## src/core/smb_pkg.sv

```systemverilog
// Purpose: shared constants and types of the serial bus controller
// Assumes: registers sit on the special function register port
// Notes:   all offsets, field positions and counts live here
package smb_pkg;

  // ==========================================================================
  // register offsets on the special function register port
  localparam logic [7:0] ADDR_CTL  = 8'hC0;
  localparam logic [7:0] ADDR_STAT = 8'hC1;
  localparam logic [7:0] ADDR_DATA = 8'hC2;
  localparam logic [7:0] ADDR_OWN  = 8'hC3;
  localparam logic [7:0] ADDR_RATE = 8'hCF;

  // ==========================================================================
  // control register field positions
  localparam int CTL_BUSY = 7;
  localparam int CTL_ENS  = 6;
  localparam int CTL_STA  = 5;
  localparam int CTL_STO  = 4;
  localparam int CTL_SI   = 3;
  localparam int CTL_AA   = 2;
  localparam int CTL_FTE  = 1;
  localparam int CTL_TOE  = 0;

  // ==========================================================================
  // reset values
  localparam logic [7:0] RST_RATE = 8'h00;
  localparam logic [7:0] RST_OWN  = 8'h00;
  localparam logic [7:0] RST_DATA = 8'h00;

  // ==========================================================================
  // status codes reported with each serial interrupt
  localparam logic [7:0] CODE_IDLE   = 8'hF8;
  localparam logic [7:0] CODE_START  = 8'h08;
  localparam logic [7:0] CODE_RSTART = 8'h10;
  localparam logic [7:0] CODE_M_ACK  = 8'h18;
  localparam logic [7:0] CODE_M_NACK = 8'h20;
  localparam logic [7:0] CODE_S_ADR  = 8'h60;
  localparam logic [7:0] CODE_S_RX   = 8'h80;
  localparam logic [7:0] CODE_S_STOP = 8'hA0;
  localparam logic [7:0] CODE_S_TXA  = 8'hB8;
  localparam logic [7:0] CODE_S_TXN  = 8'hC0;

  // ==========================================================================
  // bit counter marks and timing
  localparam logic [3:0] BIT_ACK    = 4'h8;
  localparam logic [3:0] BIT_END    = 4'h9;
  localparam logic [3:0] FREE_TICKS = 4'hA;
  localparam int         CLK_MHZ    = 100;
  localparam int         FREE_US    = 50;
  localparam int         FREE_CYC   = FREE_US * CLK_MHZ;

  // engine states, gray steps along the usual path
  typedef enum logic [2:0] {
    SMB_IDLE   = 3'b000,
    SMB_START  = 3'b001,
    SMB_HOLD   = 3'b011,
    SMB_XFER   = 3'b010,
    SMB_STOP   = 3'b110,
    SMB_RSTART = 3'b111
  } smb_state_e;

endpackage

```

## src/core/smb_ctrl.sv

```systemverilog
// Purpose: two-wire serial bus controller, control and clock rate logic
// Assumes: open-drain pins resolved outside; pins asynchronous to clk
// Notes:   registers on the special function register port
// Summary of operation
// - enable bit set makes the interface active on the bus
// - enable bit clear disables interface and releases both lines
// - toggling enable off and on aborts transfer, drops bus state
// - start request bit makes the interface a master
// - start request with free bus generates a START
// - busy bus: wait for STOP, then START after one rate period
// - bus idle for the free time counts as free without STOP
// - start request as master after a byte gives repeated START
// - stop request as master drives a STOP onto the bus
// - stop request as slave acts as received STOP, unaddressed
// - hardware clears stop request when a STOP is seen
// - hardware sets serial interrupt flag on each new status code except CODE_IDLE
// - only software clears the serial interrupt flag
// - flag set with interrupt enabled raises an interrupt request
// - while the flag is set in the hold state, SCL is held low
// - acknowledge bit set drives SDA low in ack clock when addressed
// - acknowledge bit clear leaves SDA high in ack clock
// - acknowledge bit clear ignores own and general call address
// - free timer: lines high for rate-based timeout free the bus
// - timeout enable gates external timer count while SCL low
module smb_ctrl
  import smb_pkg::*;
#(
  parameter int P_FREE_CYC = FREE_CYC
)
(
  input  wire logic       clk,
  input  wire logic       nrst,
  input  wire logic       ce,
  input  wire logic [7:0] sfr_addr,
  input  wire logic       sfr_wr,
  input  wire logic       sfr_rd,
  input  wire logic [7:0] sfr_wdata,
  output logic      [7:0] sfr_rdata,
  input  wire logic       int_en,
  output logic            irq,
  output logic            tmr3_gate,
  input  wire logic       scl_i,
  output logic            scl_o,
  output logic            scl_oe,
  input  wire logic       sda_i,
  output logic            sda_o,
  output logic            sda_oe
);

  // ==========================================================================
  // registers
  logic       ens_ff, sta_ff, sto_ff, si_ff, aa_ff, fte_ff, toe_ff;
  logic [7:0] rate_ff, data_ff, own_ff, code_ff, rdata_ff;
  smb_state_e st_ff, nxt_st;
  logic       master_ff, nxt_master, addr_ff, nxt_addr, tx_ff, nxt_tx;
  logic       done_ff, nxt_done, first_ff, nxt_first, busy_ff, nxt_busy;
  logic       sclo_ff, nxt_sclo, sdao_ff, nxt_sdao, ack_ff, nxt_ack;
  logic       gack_ff, nxt_gack, txb_ff, nxt_txb;
  logic [3:0] cnt_ff, nxt_cnt, fcnt_ff;
  logic [7:0] nxt_data, nxt_code;
  logic [12:0] idle_ff;
  logic       si_set, sto_clr, tick;
  logic       scl_m_ff, scl_s_ff, scl_p_ff, sda_m_ff, sda_s_ff, sda_p_ff;

  // ==========================================================================
  // bus events from the synchronised lines
  wire scl_rise  = scl_s_ff && !scl_p_ff;
  wire scl_fall  = !scl_s_ff && scl_p_ff;
  wire start_det = scl_s_ff && scl_p_ff && sda_p_ff && !sda_s_ff;
  wire stop_det  = scl_s_ff && scl_p_ff && !sda_p_ff && sda_s_ff;
  wire lines_hi  = scl_s_ff && sda_s_ff;
  wire free_hit  = fte_ff && tick && (fcnt_ff == FREE_TICKS);
  wire idle_hit  = (idle_ff == 13'(P_FREE_CYC));
  wire adr_match = aa_ff && ((data_ff[7:1] == own_ff[7:1]) ||
                   ((data_ff[7:1] == 7'h00) && own_ff[0]));

  // register decode
  wire wr_ctl  = sfr_wr && (sfr_addr == ADDR_CTL);
  wire wr_data = sfr_wr && (sfr_addr == ADDR_DATA);
  wire wr_own  = sfr_wr && (sfr_addr == ADDR_OWN);
  wire wr_rate = sfr_wr && (sfr_addr == ADDR_RATE);
  wire [7:0] ctl_rd = {busy_ff, ens_ff, sta_ff, sto_ff, si_ff, aa_ff, fte_ff, toe_ff};
  wire [7:0] rd_mux = (sfr_addr == ADDR_CTL)  ? ctl_rd  :
                      (sfr_addr == ADDR_STAT) ? code_ff :
                      (sfr_addr == ADDR_DATA) ? data_ff :
                      (sfr_addr == ADDR_OWN)  ? own_ff  :
                      (sfr_addr == ADDR_RATE) ? rate_ff : 8'h00;

  // ==========================================================================
  // pin drive: open drain, enable high pulls the line low
  wire scl_pull = ens_ff && (sclo_ff || (si_ff && st_ff == SMB_HOLD));
  wire sda_pull = ens_ff && (sdao_ff || ack_ff ||
                  (st_ff == SMB_XFER && cnt_ff < BIT_ACK && tx_ff && !txb_ff));
  assign scl_o     = 1'b0;
  assign sda_o     = 1'b0;
  assign scl_oe    = scl_pull;
  assign sda_oe    = sda_pull;
  assign irq       = si_ff && int_en;
  assign tmr3_gate = ens_ff && toe_ff && !scl_s_ff;
  assign sfr_rdata = rdata_ff;

  // rate counter: each rollover ends one SCL phase
  smb_rate_tmr u_rate (
    .clk     (clk),
    .nrst    (nrst),
    .ce      (ce),
    .run     (ens_ff),
    .load    (stop_det),
    .preload (rate_ff),
    .tick    (tick)
  );

  // ==========================================================================
  // protocol engine next state
  always_comb begin
    nxt_st = st_ff;   nxt_master = master_ff; nxt_addr = addr_ff;
    nxt_tx = tx_ff;   nxt_done = done_ff;     nxt_first = first_ff;
    nxt_sclo = sclo_ff; nxt_sdao = sdao_ff;   nxt_ack = ack_ff;
    nxt_gack = gack_ff; nxt_txb = txb_ff;     nxt_cnt = cnt_ff;
    nxt_data = wr_data ? sfr_wdata : data_ff;
    nxt_code = code_ff; si_set = 1'b0;        sto_clr = stop_det;
    nxt_busy = (busy_ff || start_det) && !stop_det && !free_hit && !idle_hit;
    if (!ens_ff) begin
      nxt_st = SMB_IDLE; nxt_master = 1'b0; nxt_addr = 1'b0; nxt_busy = 1'b0;
      nxt_sclo = 1'b0;   nxt_sdao = 1'b0;   nxt_ack = 1'b0;  nxt_code = CODE_IDLE;
    end else begin
      case (st_ff)
        SMB_IDLE: begin
          nxt_sclo = 1'b0;
          nxt_sdao = 1'b0;
          if (sta_ff && !busy_ff && !start_det && tick) begin
            nxt_st = SMB_START; nxt_master = 1'b1; nxt_sdao = 1'b1;
            nxt_done = 1'b0;
          end else if (start_det) begin
            nxt_st = SMB_XFER; nxt_cnt = 4'h0; nxt_tx = 1'b0; nxt_addr = 1'b0;
            nxt_first = 1'b1;                                             // address byte next
          end
        end
        SMB_START: begin
          if (tick) begin
            nxt_sclo = 1'b1; nxt_st = SMB_HOLD; nxt_tx = 1'b1; nxt_first = 1'b1;
            si_set = 1'b1;
            nxt_code = done_ff ? CODE_RSTART : CODE_START;
          end
        end
        SMB_HOLD: begin
          if (!master_ff && stop_det) begin
            nxt_st = SMB_IDLE; nxt_addr = 1'b0;
          end else if (!si_ff) begin
            nxt_txb = data_ff[7];
            nxt_ack = 1'b0;
            if (sto_ff && master_ff) begin
              nxt_st = SMB_STOP; nxt_sdao = 1'b1;
            end else if (sto_ff) begin
              nxt_st = SMB_IDLE; nxt_addr = 1'b0; sto_clr = 1'b1;
            end else if (sta_ff && master_ff && done_ff) begin
              nxt_st = SMB_RSTART; nxt_sdao = 1'b0;
            end else begin
              nxt_st = SMB_XFER; nxt_cnt = 4'h0; nxt_sdao = 1'b0;
            end
          end
        end
        SMB_XFER: begin
          if (master_ff && tick) begin
            if (sclo_ff) nxt_sclo = 1'b0;
            else if (scl_s_ff) nxt_sclo = 1'b1;
          end
          if (!master_ff && stop_det) begin
            nxt_st = SMB_IDLE;
            nxt_ack = 1'b0;
            if (addr_ff) begin
              si_set = 1'b1; nxt_code = CODE_S_STOP;
            end
            nxt_addr = 1'b0;
          end else if (!master_ff && start_det) begin
            nxt_cnt = 4'h0; nxt_addr = 1'b0; nxt_tx = 1'b0; nxt_ack = 1'b0;
            nxt_first = 1'b1;                                             // address byte next
          end else if (scl_rise) begin
            if (cnt_ff < BIT_ACK) nxt_data = {data_ff[6:0], sda_s_ff};
            else nxt_gack = !sda_s_ff;
            nxt_cnt = cnt_ff + 4'h1;
          end else if (scl_fall && cnt_ff == BIT_ACK) begin
            if (!master_ff && !addr_ff) begin
              if (adr_match) begin
                nxt_addr = 1'b1; nxt_ack = 1'b1;
              end else begin
                nxt_st = SMB_IDLE;
              end
            end else begin
              nxt_ack = !tx_ff && aa_ff;
            end
          end else if (scl_fall && cnt_ff == BIT_END) begin
            nxt_ack = 1'b0; nxt_st = SMB_HOLD; si_set = 1'b1;
            if (master_ff) begin
              nxt_done = 1'b1; nxt_first = 1'b0; nxt_sclo = 1'b1;
              nxt_code = gack_ff ? CODE_M_ACK : CODE_M_NACK;
              if (first_ff) nxt_tx = !data_ff[0];
            end else if (first_ff) begin
              // first byte after a START is our own or the general call address
              nxt_code = CODE_S_ADR;
              nxt_first = 1'b0;
            end else if (!tx_ff) begin
              nxt_code = CODE_S_RX;
            end else begin
              nxt_code = gack_ff ? CODE_S_TXA : CODE_S_TXN;
            end
          end else if (scl_fall && cnt_ff < BIT_ACK) begin
            nxt_txb = data_ff[7];
          end
          if (scl_fall && cnt_ff == BIT_ACK && !master_ff && !addr_ff && adr_match) begin
            nxt_tx = data_ff[0];
          end
        end
        SMB_STOP: begin
          if (tick && sclo_ff) nxt_sclo = 1'b0;
          else if (tick && scl_s_ff) begin
            nxt_sdao = 1'b0; nxt_master = 1'b0; nxt_st = SMB_IDLE;
          end
        end
        SMB_RSTART: begin
          if (tick && sclo_ff) nxt_sclo = 1'b0;
          else if (tick && scl_s_ff) begin
            nxt_sdao = 1'b1; nxt_st = SMB_START;
          end
        end
        default: nxt_st = SMB_IDLE;
      endcase
    end
  end

  // ==========================================================================
  // pin synchronisers and edge history
  always_ff @(posedge clk or negedge nrst) begin
    if (!nrst) begin
      {scl_m_ff, scl_s_ff, scl_p_ff} <= 3'b111;
      {sda_m_ff, sda_s_ff, sda_p_ff} <= 3'b111;
    end else if (ce) begin
      {scl_m_ff, scl_s_ff, scl_p_ff} <= {scl_i, scl_m_ff, scl_s_ff};
      {sda_m_ff, sda_s_ff, sda_p_ff} <= {sda_i, sda_m_ff, sda_s_ff};
    end
  end

  // bus free counters: rate ticks for the free timer, cycles for idle
  always_ff @(posedge clk or negedge nrst) begin
    if (!nrst) begin
      fcnt_ff <= 4'h0;
      idle_ff <= 13'h0000;
    end else if (ce) begin
      fcnt_ff <= !lines_hi ? 4'h0 : (tick && fcnt_ff != FREE_TICKS) ? fcnt_ff + 4'h1 : fcnt_ff;
      idle_ff <= (!lines_hi || idle_hit) ? 13'h0000 : idle_ff + 13'h0001;
    end
  end

  // control register: hardware set of the flag wins over software clear
  always_ff @(posedge clk or negedge nrst) begin
    if (!nrst) begin
      {ens_ff, sta_ff, sto_ff, si_ff, aa_ff, fte_ff, toe_ff} <= 7'h00;
    end else if (ce) begin
      if (wr_ctl) begin
        {ens_ff, sta_ff, aa_ff, fte_ff, toe_ff} <= {sfr_wdata[CTL_ENS], sfr_wdata[CTL_STA],
          sfr_wdata[CTL_AA], sfr_wdata[CTL_FTE], sfr_wdata[CTL_TOE]};
      end
      sto_ff <= wr_ctl ? sfr_wdata[CTL_STO] : (sto_ff && !sto_clr);
      si_ff  <= si_set || (wr_ctl ? sfr_wdata[CTL_SI] : si_ff);
    end
  end

  // data, address, rate, status and read data registers
  always_ff @(posedge clk or negedge nrst) begin
    if (!nrst) begin
      data_ff  <= RST_DATA;
      own_ff   <= RST_OWN;
      rate_ff  <= RST_RATE;
      code_ff  <= CODE_IDLE;
      rdata_ff <= 8'h00;
    end else if (ce) begin
      data_ff <= nxt_data;
      code_ff <= nxt_code;
      if (wr_own) own_ff <= sfr_wdata;
      if (wr_rate) rate_ff <= sfr_wdata;
      if (sfr_rd) rdata_ff <= rd_mux;
    end
  end

  // protocol engine state
  always_ff @(posedge clk or negedge nrst) begin
    if (!nrst) begin
      st_ff <= SMB_IDLE;
      {master_ff, addr_ff, tx_ff, done_ff, first_ff, busy_ff} <= 6'h00;
      {sclo_ff, sdao_ff, ack_ff, gack_ff, txb_ff} <= 5'h1F & 5'h01;
      cnt_ff <= 4'h0;
    end else if (ce) begin
      st_ff <= nxt_st;
      {master_ff, addr_ff, tx_ff, done_ff, first_ff, busy_ff} <=
        {nxt_master, nxt_addr, nxt_tx, nxt_done, nxt_first, nxt_busy};
      {sclo_ff, sdao_ff, ack_ff, gack_ff, txb_ff} <= {nxt_sclo, nxt_sdao, nxt_ack, nxt_gack, nxt_txb};
      cnt_ff <= nxt_cnt;
    end
  end

endmodule // smb_ctrl

```

## src/core/smb_rate_tmr.sv

```systemverilog
// Purpose: 8-bit up-counter preloaded from the clock rate register
// Assumes: same clock as the controller
// Notes:   tick pulses one cycle on each rollover from 8'hFF, which reloads the preload
module smb_rate_tmr
  import smb_pkg::*;
(
  input  wire logic       clk,
  input  wire logic       nrst,
  input  wire logic       ce,
  input  wire logic       run,
  input  wire logic       load,
  input  wire logic [7:0] preload,
  output logic            tick
);

  logic [7:0] cnt_ff;
  logic [7:0] nxt_cnt;
  wire        roll = run && (cnt_ff == 8'hFF);

  // ==========================================================================
  // counter: reload on rollover or restart
  assign nxt_cnt = (!run || load || roll) ? preload : cnt_ff + 8'h01;
  assign tick    = roll;

  always_ff @(posedge clk or negedge nrst) begin
    if (!nrst) begin
      cnt_ff <= 8'h00;
    end else if (ce) begin
      cnt_ff <= nxt_cnt;
    end
  end

endmodule // smb_rate_tmr

```

## config.mk

```make
export PLATFORM = sky130hd
export DESIGN_NAME = smb_ctrl
export DESIGN_NICKNAME = d
export VERILOG_FILES = /design/src/core/smb_pkg.sv /design/src/core/smb_ctrl.sv /design/src/core/smb_rate_tmr.sv
export SDC_FILE = /design/constraint.sdc
export NUM_CORES = 1
export LEC_CHECK = 0
export BUFFER_PORTS_ARGS = -buffer_cell sky130_fd_sc_hd__buf_2
export CAP_MARGIN = 20
export CORE_MARGIN = 10
export CORE_UTILIZATION = 50
export DETAILED_ROUTE_END_ITERATION = 12
export GPL_ROUTABILITY_DRIVEN = 1
export PLACE_DENSITY = 0.83
export SLEW_MARGIN = 20
export SYNTH_ARGS = -nofsm -noshare
export SYNTH_HDL_FRONTEND = slang
export SYNTH_SLANG_ARGS = --single-unit
```

## constraint.sdc

```tcl
create_clock -name clk -period 1.96 [get_ports clk]
set_input_delay 0.098 -clock clk [delete_from_list [all_inputs] [get_ports clk]]
set_output_delay 0.098 -clock clk [all_outputs]
set_load 0.02 [all_outputs]
```

==> impl_metrics.yaml <==
status:
  status: "complete, but fails checks"
  violations: "setup timing"
drt:
  drtIter0Drc: 609
  vias: 5489
  post-route-drc-count: 0
  dr.pass1.iters: 5
  routed_wirelength_mm: 18.3
  antenna_left: 0
  drt-vias-per-instance: 6.32
  wire_per_inst_um: 21.0
timing:
  fin_crit_sh_pct: 108
  tightestPinTransition_ps: 529
  slew_headroom_pct: 64.7
  hold_viol: 0
  finalMaxSlewViolations: 0
  worst_slack_ps: -155
  finClkSkew_ps: 11.1
  grt_setup_unrepaired: "yes"
  post-route-min-period_ps: 2110
  max_freq_mhz: 473
  setup_violations: 19
worst_hold_path:
  hp-class: "input pin to register"
  min_from: "sfr_wdata[1]"
power:
  irDropWorstVdd_uv: 494
  leakage_nw: 3.33
  power_mw: 4.33
  powerDensity_nw_per_um2: 595
flow_run:
  max-cap-violations: 0
floorplan:
  die_area_um2: 15800
  num_rows: 38
  die_w_um: 126
  die_height_um: 126
  initial_core_util_pct: 51.5
  pin_count: 38
  core-area_um2: 10900
logic_synthesis:
  synth_edf_count: 0
  netlist_area_um2: 5600
  synth_warnings: 0
  synthTopCellsByCount: "dfrtp_1, nand2_1, mux2_2"
  ys_ff_latch: 93
  synth-main-ff-cell: "dfrtp_1"
  syn_area_per_cell_um2: 9.56
  synth_seq_area_share_pct: 41.8
  synth.top_cell.area_share_pct: 36.2
  async_reset_ff_share_pct: 100
  synth_area_leaders: "dfrtp_1, mux2_2, dfstp_2"
  ys_types: 79
  netlist.top_cell.by_area: "dfrtp_1"
  synth_most_common_cell: "dfrtp_1"
  syn_inst: 586
placed_design:
  placed_area_um2: 6610
  globalplace.congestion: 0.965
  dp_slack_ps: -158
  dp_hpwl_mm: 13.1
  port_buffers: 35
clock_network:
  h-tree-depth: 3
  cts-root-buf: "clkbuf_8"
  clkLatencyLatePin_ps: 390
  numCtsBuffers: 9
  cts_tree: "done"
  cts_num_sinks: 93
  path_clk_slew_ps: 110
  clockBufferDepth: 2
grt:
  grt_antenna_before_repair: 0
  grt_pass1_vias: 5341
  grt_start_max_net_pins: 59
  grt_pass1_wl_mm: 28.0
  grt-ovfl-total: 0
  grt.total_usage_pct: 21.4
finish:
  synthToLayoutAreaGrowth_pct: 29.9
  drive_above_1_share_pct: 38.4
  final_cell_area_um2: 7280
  num-nets-final: 756
  n_fill_cell: 795
  antennaDiodeCount: 0
critical_path:
  start_kind: "register"
  worstSetupPathType: "register to register"
  rr_startpoint: "st_ff[2]$_DFFE_PN0P_"
  cp.required_ps: 2270
  critical_path.endpoint_type: "register"
  crit_arrival_ps: 2420
  crit_start: "st_ff[2]$_DFFE_PN0P_"
  critical_path.max_fanout: 5
[per-layer routing]
| layer | share of wire (%) | wire (µm) | vias to the layer above | GRT usage, % |
|---|---|---|---|---|
| li1 | - | - | 2436 | - |
| met1 | 42 | 7650 | 2677 | 28.3 |
| met2 | 46 | 8390 | 320 | 33.1 |
| met3 | 8.8 | 1610 | 56 | 4.32 |
| met4 | 3.4 | 612 | 0 | 9.44 |
| met5 | 0 | 0 | - | 0 |
[power by group]
part / switching [mW] / internal (mW)
logic: 0.440 / 0.370
clock network: 0.808 / 0.624
registers: 0.0864 / 2.01
total: 1.33 / 3.00
[logic make-up after synthesis]
family	count (synthesis)	share of synthesized area (%)
buffers and inverters	58	4.47
adder cells (fa/ha/maj)	8	1.79
AND/OR/NAND/NOR	195	19.2
other	1	0.0669
XOR/XNOR	16	2.50
flip-flops	93	41.8
AO/OA/AOI/OAI	165	20.3
multiplexers	50	9.83
[registers in the layout (all words and copies together), names as in the netlist, 3 cells and up]
name and count:
st_ff 3, code_ff 5, cnt_ff 4, sfr_rdata 8, data_ff 8, u_rate.cnt_ff 8
own_ff 8, fcnt_ff 4, idle_ff 13, rate_ff 8
[final timing paths]
check	to	slack, ps	cells after the start
setup reg to reg	code_ff[4]$_DFFE_PN1P_	-150	7
setup / recovery	code_ff[4]$_DFFE_PN1P_	-150	7
max in group asynchronous	scl_s_ff$_DFFE_PN1P_	1020	3
hold / removal	fte_ff$_DFFE_PN0P_	7	2
hold reg to reg	sfr_rdata[5]$_DFFE_PN0P_	490	1
min in group asynchronous	own_ff[4]$_DFFE_PN0P_	210	2
[layout by cell type, fill, tap and decap left out, types with 5 or more instances in the layout]
cell / count
a21o_1: 5
a21oi_1: 32
a2bb2oi_1: 8
a31oi_1: 7
and2_1: 7
and3_1: 7
buf_2: 33
buf_4: 111
buf_6: 10
clkbuf_8: 9
dfrtp_1: 80
dfstp_2: 12
ha_1: 7
inv_1: 22
mux2_2: 34
mux2_4: 6
mux2i_1: 10
nand2_1: 60
nand3_1: 16
nand4_1: 9
nor2_1: 33
nor3_1: 8
o211ai_1: 7
o21ai_0: 33
o21ai_1: 5
o21ai_2: 6
o22ai_1: 10
o31ai_1: 5
xnor2_1: 8
xor2_1: 8
[worst max-delay path, cell delays in order, from the launching register on]
cell and delay (ps):
dfrtp_2 460, or3b_4 440, buf_6 140, nor3_4 250, nand2_2 110, a21oi_4 300
buf_6 150, mux2i_1 190
[metrics by stage]
stage	TNS [ps]	cells	utilization (%)	hold WS (ps)
CTS	-888	852	63.7	13.9
global route	-2610	869	66.9	6.31
floorplan	-22.5	587	-	-198
global placement	-746	827	60.7	82.0
finish	-1570	869	66.9	7.03
detailed placement	-1400	827	60.7	97.0
[layout make-up]
| class | instances | area (µm²) | area share, % |
|---|---|---|---|
| clock buffers | 9 | 124 | 1.70 |
| repair buffers | 161 | 1210 | 16.6 |
| flip-flops and latches | 93 | 2340 | 32.2 |
| well taps | 140 | 175 | 2.41 |
| inverters | 23 | 86.3 | 1.19 |
| multi-input cells | 436 | 3250 | 44.7 |
| clock inverters | 7 | 87.6 | 1.20 |
[what timing repair did]
item	CTS	global route
hold buffers	4	0
pin swaps	6	21
resized for setup	11	53
gates cloned	0	1
hold endpoints to repair	32	0
setup endpoints to repair	28	44
buffers inserted	5	16
Power figures use the tool's default switching activity.
